--- config.mk ---
export PLATFORM = sky130hd
export DESIGN_NAME = pxc_ext_regs
export DESIGN_NICKNAME = d
export VERILOG_FILES = /design/src/pxc_pkg.sv /design/src/pxc_sync.sv /design/src/pxc_wake_irq.sv /design/src/pxc_ext_regs.sv
export VERILOG_INCLUDE_DIRS = /design/src /design/src/src
export SDC_FILE = /design/constraint.sdc
export NUM_CORES = 1
export LEC_CHECK = 0
export BUFFER_PORTS_ARGS = -buffer_cell sky130_fd_sc_hd__buf_2
export CAP_MARGIN = 40
export CORE_ASPECT_RATIO = 0.8
export CORE_UTILIZATION = 25
export DETAILED_ROUTE_END_ITERATION = 10
export MAX_ROUTING_LAYER = met4
export PLACE_DENSITY = 0.5
export SYNTH_ARGS = -nofsm -noshare
export SYNTH_HDL_FRONTEND = slang
export SYNTH_SLANG_ARGS = --single-unit
--- constraint.sdc ---
create_clock -name clk -period 5.4 [get_ports clk]
set_input_delay 0.54 -clock clk [delete_from_list [all_inputs] [get_ports clk]]
set_output_delay 0.54 -clock clk [all_outputs]
set_load 0.1 [all_outputs]
--- src/pxc_params.svh ---
`ifndef PXC_PARAMS_SVH
`define PXC_PARAMS_SVH

// ----------------------------------------------------------------------
// management register addresses and frame fields
// ----------------------------------------------------------------------
`define PXC_MREG_EXT_ADDR 5'h1E
`define PXC_MREG_EXTENDED_DATA_WINDOW 5'h1F
`define PXC_OP_WRITE 2'h1
`define PXC_OP_READ 2'h2
`define PXC_PREAMBLE_BITS 6'h20
`define PXC_PHY_ADDR 5'h00

// ----------------------------------------------------------------------
// extended register addresses and reset values
// ----------------------------------------------------------------------
`define PXC_XREG_10M_PWR 16'h200A
`define PXC_XREG_COMBO 16'h4000
`define PXC_XREG_PAD 16'h4001
`define PXC_XREG_COMBO2 16'h4003
`define PXC_10M_PWR_RST 16'hCA02
`define PXC_COMBO_RST 16'h0000
`define PXC_PAD_RST 16'h80EF
`define PXC_COMBO2_RST 16'h0260

// ----------------------------------------------------------------------
// field positions
// ----------------------------------------------------------------------
`define PXC_BIT_IDLE_DAC_OFF 10
`define PXC_BIT_REMOTE_LOOP 11
`define PXC_BIT_JUMBO 5
`define PXC_BIT_PAD_SRC 4
`define PXC_BIT_WAKE_EN 2
`define PXC_BIT_RMII_EN 1
`define PXC_BIT_CLK_SEL 0
`define PXC_BIT_IRQ_SEL 15
`define PXC_MAC_DRV_HI 5
`define PXC_MAC_DRV_LO 4
`define PXC_MGMT_DRV_HI 3
`define PXC_MGMT_DRV_LO 2
`define PXC_BIT_DAC_TO_RXC 14
`define PXC_SHAPE_HI 9
`define PXC_SHAPE_LO 7
`define PXC_BIT_ISO_TXC 6
`define PXC_BIT_ISO_RXC 5
`define PXC_SCAN_DRIVE 2'h3

// ----------------------------------------------------------------------
// sizes and timing
// ----------------------------------------------------------------------
`define PXC_JUMBO_BYTES 15'd18432
`define PXC_STD_BYTES 15'd4608
`define PXC_CLK_PERIOD_NS 8
`define PXC_WAKE_10US_NS 10000
`define PXC_WAKE_100US_NS 100000
`define PXC_WAKE_1MS_NS 1000000
`define PXC_WAKE_10MS_NS 10000000

`endif

--- src/pxc_pkg.sv ---
package pxc_pkg;

	typedef enum logic [1:0] {
		mii_mode,
		reverse_media_if_mode,
		reduced_if_variant_two,
		reduced_if_variant_one
	} pxc_if_mode_t;

	typedef enum logic [2:0] {
		st_pre,
		st_start,
		st_op,
		st_phy,
		st_reg,
		st_ta,
		st_data
	} pxc_mdio_st_t;

endpackage : pxc_pkg

--- src/pxc_sync.sv ---
`timescale 1ns/10ps

module pxc_sync #(
	parameter int WIDTH = 4
)
(
	input wire logic clk,
	input wire logic rst_n,
	input wire logic [WIDTH-1:0] d,
	output logic [WIDTH-1:0] q
);

	logic [WIDTH-1:0] meta_q;

	// first stage feeds only the second
	always_ff @(posedge clk or negedge rst_n)
	begin
		if (!rst_n)
		begin
			meta_q <= '0;
			q <= '0;
		end
		else
		begin
			meta_q <= d;
			q <= meta_q;
		end
	end

endmodule : pxc_sync

--- src/pxc_wake_irq.sv ---
`timescale 1ns/10ps
`include "pxc_params.svh"

module pxc_wake_irq #(
	parameter logic [20:0] W0_CYC = 21'(`PXC_WAKE_10US_NS / `PXC_CLK_PERIOD_NS),
	parameter logic [20:0] W1_CYC = 21'(`PXC_WAKE_100US_NS / `PXC_CLK_PERIOD_NS),
	parameter logic [20:0] W2_CYC = 21'(`PXC_WAKE_1MS_NS / `PXC_CLK_PERIOD_NS),
	parameter logic [20:0] W3_CYC = 21'(`PXC_WAKE_10MS_NS / `PXC_CLK_PERIOD_NS)
)
(
	input wire logic clk,
	input wire logic rst_n,
	input wire logic enable,
	input wire logic wake_event,
	input wire logic wake_clear,
	input wire logic [2:0] shape,
	output logic irq
);

	logic level_q;
	logic [20:0] cnt_q;
	logic [20:0] width;
	logic hit;

	assign hit = enable & wake_event;

	always_comb
	begin
		case (shape[2:1])
		2'h0: width = W0_CYC;
		2'h1: width = W1_CYC;
		2'h2: width = W2_CYC;
		default: width = W3_CYC;
		endcase
	end

	// set wins over clear so a wake in the clear cycle survives
	always_ff @(posedge clk or negedge rst_n)
	begin
		if (!rst_n)
			level_q <= 1'b0;
		else if (hit)
			level_q <= 1'b1;
		else if (wake_clear)
			level_q <= 1'b0;
	end

	// a new wake during a pulse restarts the full width
	always_ff @(posedge clk or negedge rst_n)
	begin
		if (!rst_n)
			cnt_q <= '0;
		else if (hit && shape[0])
			cnt_q <= width;
		else if (cnt_q != 21'h0)
			cnt_q <= cnt_q - 21'h1;
	end

	always_ff @(posedge clk or negedge rst_n)
	begin
		if (!rst_n)
			irq <= 1'b0;
		else
			irq <= shape[0] ? (cnt_q != 21'h0) : level_q;
	end

endmodule : pxc_wake_irq

--- src/pxc_ext_regs.sv ---
`timescale 1ns/10ps
`include "pxc_params.svh"

module pxc_ext_regs
	import pxc_pkg::*;
#(
	parameter logic [4:0] PHY_ADDR = `PXC_PHY_ADDR,
	parameter logic [20:0] WAKE_100US_CYC = 21'(`PXC_WAKE_100US_NS / `PXC_CLK_PERIOD_NS),
	parameter logic [20:0] WAKE_1MS_CYC = 21'(`PXC_WAKE_1MS_NS / `PXC_CLK_PERIOD_NS),
	parameter logic [20:0] WAKE_10MS_CYC = 21'(`PXC_WAKE_10MS_NS / `PXC_CLK_PERIOD_NS)
)
(
	input wire logic clk,
	input wire logic rst_n,
	input wire logic mdc,
	input wire logic mdio_in,
	output logic mdio_out,
	output logic mdio_oe_n,
	input wire logic clk_sel_strap,
	input wire logic rx_data_bit_one_strap,
	input wire logic speed_10m,
	input wire logic tx_data_pending,
	input wire logic link_pulse_pending,
	input wire logic rx_dv,
	input wire logic crs_dv,
	input wire logic [14:0] rx_frame_bytes,
	input wire logic isolate,
	input wire logic scan_mode,
	input wire logic general_irq,
	input wire logic led_status,
	input wire logic wake_event,
	input wire logic wake_clear,
	output logic ten_mbit_idle_dac_off,
	output logic remote_loopback_en,
	output logic [14:0] max_frame_bytes,
	output logic frame_too_long,
	output logic crs_dv_pad,
	output pxc_if_mode_t mac_if_mode,
	output logic clocks_are_inputs,
	output logic txc_oe_n,
	output logic rxc_oe_n,
	output logic rxc_from_dac,
	output logic [1:0] mac_pin_drive_level,
	output logic [1:0] mgmt_pin_drive_level,
	output logic wake_detect_enable,
	output logic wake_irq,
	output logic status_light_zero_pin
);

	// ------------------------------------------------------------------
	// pin synchronisers
	// ------------------------------------------------------------------
	logic mdc_s;
	logic mdio_s;
	logic clk_sel_s;
	logic rxd1_s;
	logic mdc_prev_q;
	logic mdc_rise;

	pxc_sync #(
		.WIDTH(4)
	) u_sync (
		.clk(clk),
		.rst_n(rst_n),
		.d({mdc, mdio_in, clk_sel_strap, rx_data_bit_one_strap}),
		.q({mdc_s, mdio_s, clk_sel_s, rxd1_s})
	);

	always_ff @(posedge clk or negedge rst_n)
	begin
		if (!rst_n)
			mdc_prev_q <= 1'b0;
		else
			mdc_prev_q <= mdc_s;
	end

	// mdc is slow against clk, so a sampled rising edge is enough
	assign mdc_rise = mdc_s & ~mdc_prev_q;

	// ------------------------------------------------------------------
	// strap capture after reset release
	// ------------------------------------------------------------------
	logic [1:0] strap_cnt_q;
	logic strap_take;
	logic strap_rxd1_q;

	// the synchroniser needs two edges before its output is the pin
	assign strap_take = (strap_cnt_q == 2'h2);

	always_ff @(posedge clk or negedge rst_n)
	begin
		if (!rst_n)
			strap_cnt_q <= 2'h0;
		else if (strap_cnt_q != 2'h3)
			strap_cnt_q <= strap_cnt_q + 2'h1;
	end

	always_ff @(posedge clk or negedge rst_n)
	begin
		if (!rst_n)
			strap_rxd1_q <= 1'b0;
		else if (strap_take)
			strap_rxd1_q <= rxd1_s;
	end

	// ------------------------------------------------------------------
	// management frame engine
	// ------------------------------------------------------------------
	pxc_mdio_st_t state_q;
	logic [5:0] cnt_q;
	logic [1:0] op_q;
	logic [4:0] phy_q;
	logic [4:0] reg_q;
	logic [15:0] sh_q;
	logic wr_stb_q;
	logic ours;
	logic claimed;
	logic [15:0] mgmt_rdata;

	assign ours = (phy_q == PHY_ADDR);
	assign claimed = ours && (reg_q == `PXC_MREG_EXT_ADDR || reg_q == `PXC_MREG_EXTENDED_DATA_WINDOW);

	always_ff @(posedge clk or negedge rst_n)
	begin
		if (!rst_n)
		begin
			state_q <= st_pre;
			cnt_q <= 6'h00;
			op_q <= 2'h0;
			phy_q <= 5'h00;
			reg_q <= 5'h00;
			sh_q <= 16'h0000;
			wr_stb_q <= 1'b0;
			mdio_out <= 1'b1;
			mdio_oe_n <= 1'b1;
		end
		else
		begin
			wr_stb_q <= 1'b0;
			if (mdc_rise)
			begin
				case (state_q)
				st_pre:
				begin
					if (mdio_s)
					begin
						if (cnt_q != `PXC_PREAMBLE_BITS)
							cnt_q <= cnt_q + 6'h01;
					end
					else if (cnt_q == `PXC_PREAMBLE_BITS)
					begin
						cnt_q <= 6'h00;
						state_q <= st_start;
					end
					else
						cnt_q <= 6'h00;
				end
				st_start:
				begin
					cnt_q <= 6'h00;
					state_q <= mdio_s ? st_op : st_pre;
				end
				st_op:
				begin
					op_q <= {op_q[0], mdio_s};
					cnt_q <= (cnt_q == 6'h01) ? 6'h00 : cnt_q + 6'h01;
					if (cnt_q == 6'h01)
						state_q <= st_phy;
				end
				st_phy:
				begin
					phy_q <= {phy_q[3:0], mdio_s};
					cnt_q <= (cnt_q == 6'h04) ? 6'h00 : cnt_q + 6'h01;
					if (cnt_q == 6'h04)
						state_q <= st_reg;
				end
				st_reg:
				begin
					reg_q <= {reg_q[3:0], mdio_s};
					cnt_q <= (cnt_q == 6'h04) ? 6'h00 : cnt_q + 6'h01;
					if (cnt_q == 6'h04)
						state_q <= st_ta;
				end
				st_ta:
				begin
					if (op_q == `PXC_OP_READ && claimed)
					begin
						// host releases the first turnaround bit, we pull the second low
						mdio_oe_n <= 1'b0;
						mdio_out <= (cnt_q == 6'h00) ? 1'b0 : mgmt_rdata[15];
						if (cnt_q == 6'h01)
							sh_q <= {mgmt_rdata[14:0], 1'b0};
					end
					cnt_q <= (cnt_q == 6'h01) ? 6'h00 : cnt_q + 6'h01;
					if (cnt_q == 6'h01)
						state_q <= st_data;
				end
				st_data:
				begin
					if (op_q == `PXC_OP_READ && claimed)
					begin
						mdio_out <= (cnt_q == 6'h0F) ? 1'b1 : sh_q[15];
						mdio_oe_n <= (cnt_q == 6'h0F);
						sh_q <= {sh_q[14:0], 1'b0};
					end
					else
						sh_q <= {sh_q[14:0], mdio_s};
					if (cnt_q == 6'h0F)
					begin
						wr_stb_q <= (op_q == `PXC_OP_WRITE) && ours;
						cnt_q <= 6'h00;
						state_q <= st_pre;
					end
					else
						cnt_q <= cnt_q + 6'h01;
				end
				default:
				begin
					cnt_q <= 6'h00;
					mdio_oe_n <= 1'b1;
					state_q <= st_pre;
				end
				endcase
			end
		end
	end

	// ------------------------------------------------------------------
	// address and extended registers
	// ------------------------------------------------------------------
	logic [15:0] ext_addr_q;
	logic [15:0] pwr_q;
	logic [15:0] combo_q;
	logic [15:0] pad_q;
	logic [15:0] combo2_q;
	logic [15:0] xreg_rdata;
	logic wr_win;

	assign wr_win = wr_stb_q && (reg_q == `PXC_MREG_EXTENDED_DATA_WINDOW);

	always_ff @(posedge clk or negedge rst_n)
	begin
		if (!rst_n)
			ext_addr_q <= 16'h0000;
		else if (wr_stb_q && reg_q == `PXC_MREG_EXT_ADDR)
			ext_addr_q <= sh_q;
	end

	always_ff @(posedge clk or negedge rst_n)
	begin
		if (!rst_n)
			pwr_q <= `PXC_10M_PWR_RST;
		else if (wr_win && ext_addr_q == `PXC_XREG_10M_PWR)
			pwr_q <= sh_q;
	end

	// strap load only happens once, right after release
	always_ff @(posedge clk or negedge rst_n)
	begin
		if (!rst_n)
			combo_q <= `PXC_COMBO_RST;
		else if (strap_take)
			combo_q[`PXC_BIT_CLK_SEL] <= clk_sel_s;
		else if (wr_win && ext_addr_q == `PXC_XREG_COMBO)
			combo_q <= sh_q;
	end

	always_ff @(posedge clk or negedge rst_n)
	begin
		if (!rst_n)
			pad_q <= `PXC_PAD_RST;
		else if (wr_win && ext_addr_q == `PXC_XREG_PAD)
			pad_q <= sh_q;
	end

	always_ff @(posedge clk or negedge rst_n)
	begin
		if (!rst_n)
			combo2_q <= `PXC_COMBO2_RST;
		else if (wr_win && ext_addr_q == `PXC_XREG_COMBO2)
			combo2_q <= sh_q;
	end

	always_comb
	begin
		case (ext_addr_q)
		`PXC_XREG_10M_PWR: xreg_rdata = pwr_q;
		`PXC_XREG_COMBO: xreg_rdata = combo_q;
		`PXC_XREG_PAD: xreg_rdata = pad_q;
		`PXC_XREG_COMBO2: xreg_rdata = combo2_q;
		default: xreg_rdata = 16'h0000;
		endcase
	end

	assign mgmt_rdata = (reg_q == `PXC_MREG_EXT_ADDR) ? ext_addr_q : xreg_rdata;

	// ------------------------------------------------------------------
	// control decode
	// ------------------------------------------------------------------
	assign remote_loopback_en = combo_q[`PXC_BIT_REMOTE_LOOP];
	assign wake_detect_enable = combo_q[`PXC_BIT_WAKE_EN];
	assign mac_if_mode = pxc_if_mode_t'({combo_q[`PXC_BIT_RMII_EN],
		combo_q[`PXC_BIT_CLK_SEL]});
	assign clocks_are_inputs = combo_q[`PXC_BIT_CLK_SEL];
	assign rxc_from_dac = combo2_q[`PXC_BIT_DAC_TO_RXC];
	assign max_frame_bytes = combo_q[`PXC_BIT_JUMBO] ? `PXC_JUMBO_BYTES : `PXC_STD_BYTES;

	always_ff @(posedge clk or negedge rst_n)
	begin
		if (!rst_n)
		begin
			ten_mbit_idle_dac_off <= 1'b0;
			frame_too_long <= 1'b0;
			crs_dv_pad <= 1'b0;
		end
		else
		begin
			// dac back on the cycle after work appears, at the cost of one flop of lag
			ten_mbit_idle_dac_off <= pwr_q[`PXC_BIT_IDLE_DAC_OFF] & speed_10m
				& ~tx_data_pending & ~link_pulse_pending;
			frame_too_long <= (rx_frame_bytes > max_frame_bytes);
			if (combo_q[`PXC_BIT_RMII_EN] && combo_q[`PXC_BIT_PAD_SRC])
				crs_dv_pad <= rx_dv;
			else
				crs_dv_pad <= crs_dv;
		end
	end

	// scan mode forces the strongest drive so test timing stays fixed
	always_ff @(posedge clk or negedge rst_n)
	begin
		if (!rst_n)
		begin
			mac_pin_drive_level <= `PXC_SCAN_DRIVE;
			mgmt_pin_drive_level <= `PXC_SCAN_DRIVE;
		end
		else if (scan_mode)
		begin
			mac_pin_drive_level <= `PXC_SCAN_DRIVE;
			mgmt_pin_drive_level <= `PXC_SCAN_DRIVE;
		end
		else
		begin
			mac_pin_drive_level <= pad_q[`PXC_MAC_DRV_HI:`PXC_MAC_DRV_LO];
			mgmt_pin_drive_level <= pad_q[`PXC_MGMT_DRV_HI:`PXC_MGMT_DRV_LO];
		end
	end

	// ------------------------------------------------------------------
	// clock pin direction
	// ------------------------------------------------------------------
	always_ff @(posedge clk or negedge rst_n)
	begin
		if (!rst_n)
		begin
			txc_oe_n <= 1'b1;
			rxc_oe_n <= 1'b1;
		end
		else if (isolate)
		begin
			// a clear enable holds whatever direction the pin had
			if (combo2_q[`PXC_BIT_ISO_TXC])
				txc_oe_n <= 1'b1;
			if (combo2_q[`PXC_BIT_ISO_RXC])
				rxc_oe_n <= 1'b1;
		end
		else
		begin
			txc_oe_n <= combo_q[`PXC_BIT_CLK_SEL];
			rxc_oe_n <= combo_q[`PXC_BIT_CLK_SEL] & ~combo2_q[`PXC_BIT_DAC_TO_RXC];
		end
	end

	// ------------------------------------------------------------------
	// wake interrupt and light pin
	// ------------------------------------------------------------------
	pxc_wake_irq #(
		.W0_CYC(21'(`PXC_WAKE_10US_NS / `PXC_CLK_PERIOD_NS)),
		.W1_CYC(WAKE_100US_CYC),
		.W2_CYC(WAKE_1MS_CYC),
		.W3_CYC(WAKE_10MS_CYC)
	) u_wake (
		.clk(clk),
		.rst_n(rst_n),
		.enable(combo_q[`PXC_BIT_WAKE_EN]),
		.wake_event(wake_event),
		.wake_clear(wake_clear),
		.shape(combo2_q[`PXC_SHAPE_HI:`PXC_SHAPE_LO]),
		.irq(wake_irq)
	);

	always_ff @(posedge clk or negedge rst_n)
	begin
		if (!rst_n)
			status_light_zero_pin <= 1'b0;
		else if (strap_rxd1_q)
			status_light_zero_pin <= pad_q[`PXC_BIT_IRQ_SEL] ? general_irq : wake_irq;
		else
			status_light_zero_pin <= led_status;
	end

endmodule : pxc_ext_regs

---- After elaboration in Yosys (flattened, before gate mapping) ----
Cells that the tools add are included.
W data, S select, Z words.
word-level totals
  register bits ........................... 165
  bits of input ports ..................... 32
  word-level logic and storage cells ...... 165
operators by class
  magnitude comparators ................... 1
  add/sub/neg operators ................... 3
  bitwise logic cells ..................... 12
  eq/ne operators ......................... 35
  reductions and logical operators ........ 33
  muxes and demuxes ....................... 50
operators by type and width
  cell                     number
  $pmux W16 S4             1
  $pmux W21 S3             1
  $eq A16 B15 Y1 const B   3
  $mux W16                 3
  $mux W21                 2
  $pmux W16 S2             1
  $mux W6                  5
  $pmux W6 S4              1
  $mux W1                  22
  $mux W3                  7
  $pmux W3 S7              1
  $reduce_bool A21 Y1      1
  $sub A21 B1 Y21 const B  1
  $ne A2 B2 Y1 const B     10
  $eq A16 B14 Y1 const B   1
  $gt A15 B15 Y1           1
  $mux W15                 1
  $reduce_and A4 Y1        3
  $logic_and A1 B1 Y1      11
  $eq A5 B5 Y1 const B     2
  $reduce_and A2 Y1        5
  $eq A3 B3 Y1 const B     3
  $reduce_and A8 Y1        1
  $reduce_bool A2 Y1       4
  other kinds (25)         43

---- Depth between registers and ports, before layout ----
  word-level depth ........................ 6
  gate-level depth with buffers ........... 9
  gate-level depth less buffers ........... 7

---- By module ----
Synthesis repeated with hierarchy kept, for this count alone.
unflattened totals
  cells, all modules ...................... 724
  area total of the unflattened synthesis .. 8,315.5 µm²
modules (own cells, without submodules)
  module        cells each  times used  area an instance (µm²)
  pxc_ext_regs  582         1           6,781.5
  pxc_wake_irq  134         1           1,333.8
  pxc_sync      8           1           200.2

---- Worst setup path after synthesis ----
No wires, ideal clock.
  path type ............................... register to register
  start point ............................. register ext_addr_q[11]
  end point ............................... register combo_q[11]
  setup time .............................. 0.126 ns
  stages on the path, launching flop included .. 7
  arrival time ............................ 2.002 ns
  path slack .............................. 3.272 ns
  buffers on the path ..................... 2
  cells stage by stage .................... dfrtp_1 > nor4_4 > nand4_4 > or4b_1 > buf_2 > buf_6 > mux2_4
on the way
  word-level cells in the longest chain between the ends .. 3
RTL lines
  what                                  line                 text
  start, declared                       pxc_ext_regs.sv:231  logic [15:0] ext_addr_q;
  start signal, assigned                pxc_ext_regs.sv:246  ext_addr_q <= sh_q;
  $eq A16 B15 Y1                        -
  $logic_and A1 B1 Y1 (no source line)  -
  $reduce_and A2 Y1 (no source line)    -
  end signal, assigned                  pxc_ext_regs.sv:261  combo_q <= `PXC_COMBO_RST;
  end signal, assigned by index         pxc_ext_regs.sv:263  combo_q[`PXC_BIT_CLK_SEL] <= clk_sel_s;
  end signal, assigned                  pxc_ext_regs.sv:265  combo_q <= sh_q;
  end, declared                         pxc_ext_regs.sv:233  logic [15:0] combo_q;
Every way passes these cells.
A chain may end at the register's enable or synchronous reset.

---- Worst setup path in the final report ----
  start point ............................. register ext_addr_q[0]
  end point ............................... register combo2_q[10]
on the way
  word-level cells in the longest chain between the ends .. 2
RTL lines
  what                                  line                 text
  $eq A16 B15 Y1                        -
  $logic_and A1 B1 Y1 (no source line)  -
  end signal, assigned                  pxc_ext_regs.sv:279  combo2_q <= `PXC_COMBO2_RST;
  end signal, assigned                  pxc_ext_regs.sv:281  combo2_q <= sh_q;
  end, declared                         pxc_ext_regs.sv:235  logic [15:0] combo2_q;
Every way passes these cells.

==> run metrics <==
Max-cap violations 0; layout cells sized above 1 0.271; initial antenna violation count 0; post-cts sizing count 0; Initial Util 0.254; Area Growth Syn to Fin 14.6%; skew final about 11 ps; Die Ht 164 um; clk sink count ~170; # diodes 0; CP Launch Type flop; number of CTS-inserted buffers 17; drt wl/cell around 16 um; HPWL Detailed approximately 13000 um; reg2reg start ext_addr_q[0]$_DFFE_PN0P_; die area ~34000 um^2; cell count after synthesis between 700 and 800; vias in the first global route around 5600; sequential share of the synthesized area 0.504; Worst Path Arrival about 3300 ps; Post-synth EDFFs 0; Final ANT Viol Nets 0; Final period util 0.554; global-route wire length before repair 31500 um; post-CTS setup buffer count 0; worst setup path startpoint ext_addr_q[0]$_DFFE_PN0P_; HP Class in -> async; # placed instances approximately 1200; via count between 5000 and 6000; width of the die 205 um; Register-to-Register Setup Slack roughly 2400 ps; setup_tns 0 ps; peak supply drop between 0.15 and 0.2 mV; DRC 0; crit-path max FO 22; Core Footprint roughly 32000 um^2; Nets 820; Synth Flop Type dfrtp_1; relative slew slack 0.459; Worst-path clk slew 60 ps; Total GRT Usage 0.125; unrepaired setup endpoints after global routing false; largest net degree at the start of global routing 82; status finished clean; CTS tree done; post-route insts no fill approximately 1200; class of the most critical setup path reg -> reg; Clk Latency, worst-skew pair around 430 ps; Initial DRT Pass Iterations 5; gr ovfl total 0; crit path capture type flop; Async SR Flop Fraction 1.00; Yosys Warn Count 0; Leakage slightly below 4 nW; Period minus WS final between 2000 and 3000 ps; Least-Margin Pin Slew 811 ps; Final GP Congestion 0.762; Power per Cell Area between 200 and 300 nW/um^2; final hold violations 0; Critical Path RT ~5700 ps; site row count between 50 and 60; root buffer cell clkbuf_16; Yosys cell types approximately 70; H-tree levels 4; synthesized flop and latch total around 170; Mapped Area between 8000 and 9000 um^2; Slew Limit Fails 0; r2r endpoint combo2_q[10]$_DFFE_PN0P_; hold_buf cts 0; Setup violations, final 0; Mapped Avg Cell Area between 10 and 15 um^2; deepest clock path buffer count 2; wirelength, routed between 15000 and 20000 um; Max Clk Rate about 330 MHz; input/output buffers 54; Vias/cell between 4 and 5; initial DRC count 343; r2r worst-path depth 4; Ports 66
sequential cells by signal, indices dropped and copies added, names as in the netlist, 6 cells and up:
signal	count
u_wake.cnt_q	21
combo_q	16
cnt_q	6
pad_q	16
combo2_q	16
pwr_q	16
ext_addr_q	16
sh_q	16
metrics by stage:
| step | hold slack, ps | total power (W) | setup slack (ps) | cell area (um^2) | util |
|---|---|---|---|---|---|
| 2_1_floorplan | 244 | 0.00143 | 3270 | 8280 | - |
| 3_5_place_dp | 335 | 0.00148 | 2410 | 8880 | 0.273 |
| 5_1_grt | 188 | 0.00275 | 2200 | 9450 | 0.291 |
| 3_3_place_gp | 334 | 0.00148 | 2380 | 8850 | 0.273 |
| 4_1_cts | 186 | 0.00268 | 2380 | 9450 | 0.291 |
| 6_report | 163 | 0.00264 | 2410 | 9450 | 0.291 |
area by class of cell:
type / instances / area (um^2)
well taps: 427 / 534
clock inverters: 7 / 72.6
repair buffers: 63 / 359
flip-flops and latches: 165 / 4160
clock buffers: 25 / 495
inverters: 18 / 67.6
fillers: 3345 / 23000
multi-input cells: 507 / 3760
cell families after synthesis:
logic type | share of synthesized area
other | 0.000455
AOI/OAI and AO/OA | 0.119
muxes | 0.148
DFF | 0.504
xor gates and xnor gates | 0.0191
adders and majority gates | 0.0243
and+or+nand+nor | 0.139
buffers and inverters | 0.0457
layout by cell type (no fill, tap or decap), types with 5 or more instances in the layout:
cell type   count
mux2_2         73
mux2_1          7
clkbuf_16      17
nor3_1         15
nand4_1         5
dfrtp_1       141
nor4_1          8
nand3_1        11
a21oi_1        30
buf_2          53
o21ai_0        52
inv_1          18
nand3b_1        5
buf_4           7
nor2b_1         7
nor4b_1         6
dfstp_2        24
a221oi_1       16
xor2_1          6
clkinvlp_4      5
mux2i_1        20
mux2_4          8
ha_1           16
or2_2           5
nand2_1        63
xnor2_1        12
nor2_1         18
conb_1         11
o21ai_1        19
nand2b_1       21
o2bb2ai_1      14
per-layer routing:
layer / GRT usage / vias to the layer above / part of all wire
li1: - / 2711 / -
met1: 0.178 / 2819 / 0.51
met2: 0.173 / 113 / 0.43
met3: 0.0258 / 18 / 0.039
met4: 0.0455 / 0 / 0.018
met5: - / - / 0
cell usage after synthesis (17+ instances only):
library cell / n / share of area
mux2i_1: 20 / 0.024
dfrtp_1: 141 / 0.43
nor2_1: 18 / 0.0082
mux2_2: 73 / 0.10
buf_4: 17 / 0.015
nand2b_1: 21 / 0.016
inv_1: 18 / 0.0082
dfstp_2: 24 / 0.076
a21oi_1: 30 / 0.018
nand2_1: 63 / 0.029
clkbuf_1: 28 / 0.013
o21ai_1: 19 / 0.012
o21ai_0: 52 / 0.032
where the power goes:
group	internal (W)	total (W)	switching, W	leakage [nW]
logic	0.0000386	0.000173	0.000134	1.56
registers	0.00126	0.00128	0.0000245	2.12
clock network	0.000683	0.00118	0.000499	0.262
total	0.00198	0.00264	0.000657	3.94
critical path, stage by stage, from the launching register on:
cell and delay (ps):
dfrtp_1 750, and4b_1 270, and4_1 690, nand2_1 680
mux2_2 470
worst max path at each step:
stage | endpoint | slack, ps | depth (start not counted)
final | combo2_q[10]$_DFFE_PN0P_ | 2410 | 4
after global routing | pwr_q[3]$_DFFE_PN0P_ | 2200 | 4
after CTS | pwr_q[3]$_DFFE_PN0P_ | 2380 | 4
after detailed placement | combo2_q[8]$_DFFE_PN0P_ | 2410 | 4
after global placement | pwr_q[10]$_DFFE_PN0P_ | 2380 | 4
after floorplan | combo_q[11]$_DFFE_PN0P_ | 3270 | 6
(Power assumes the default switching activity.)
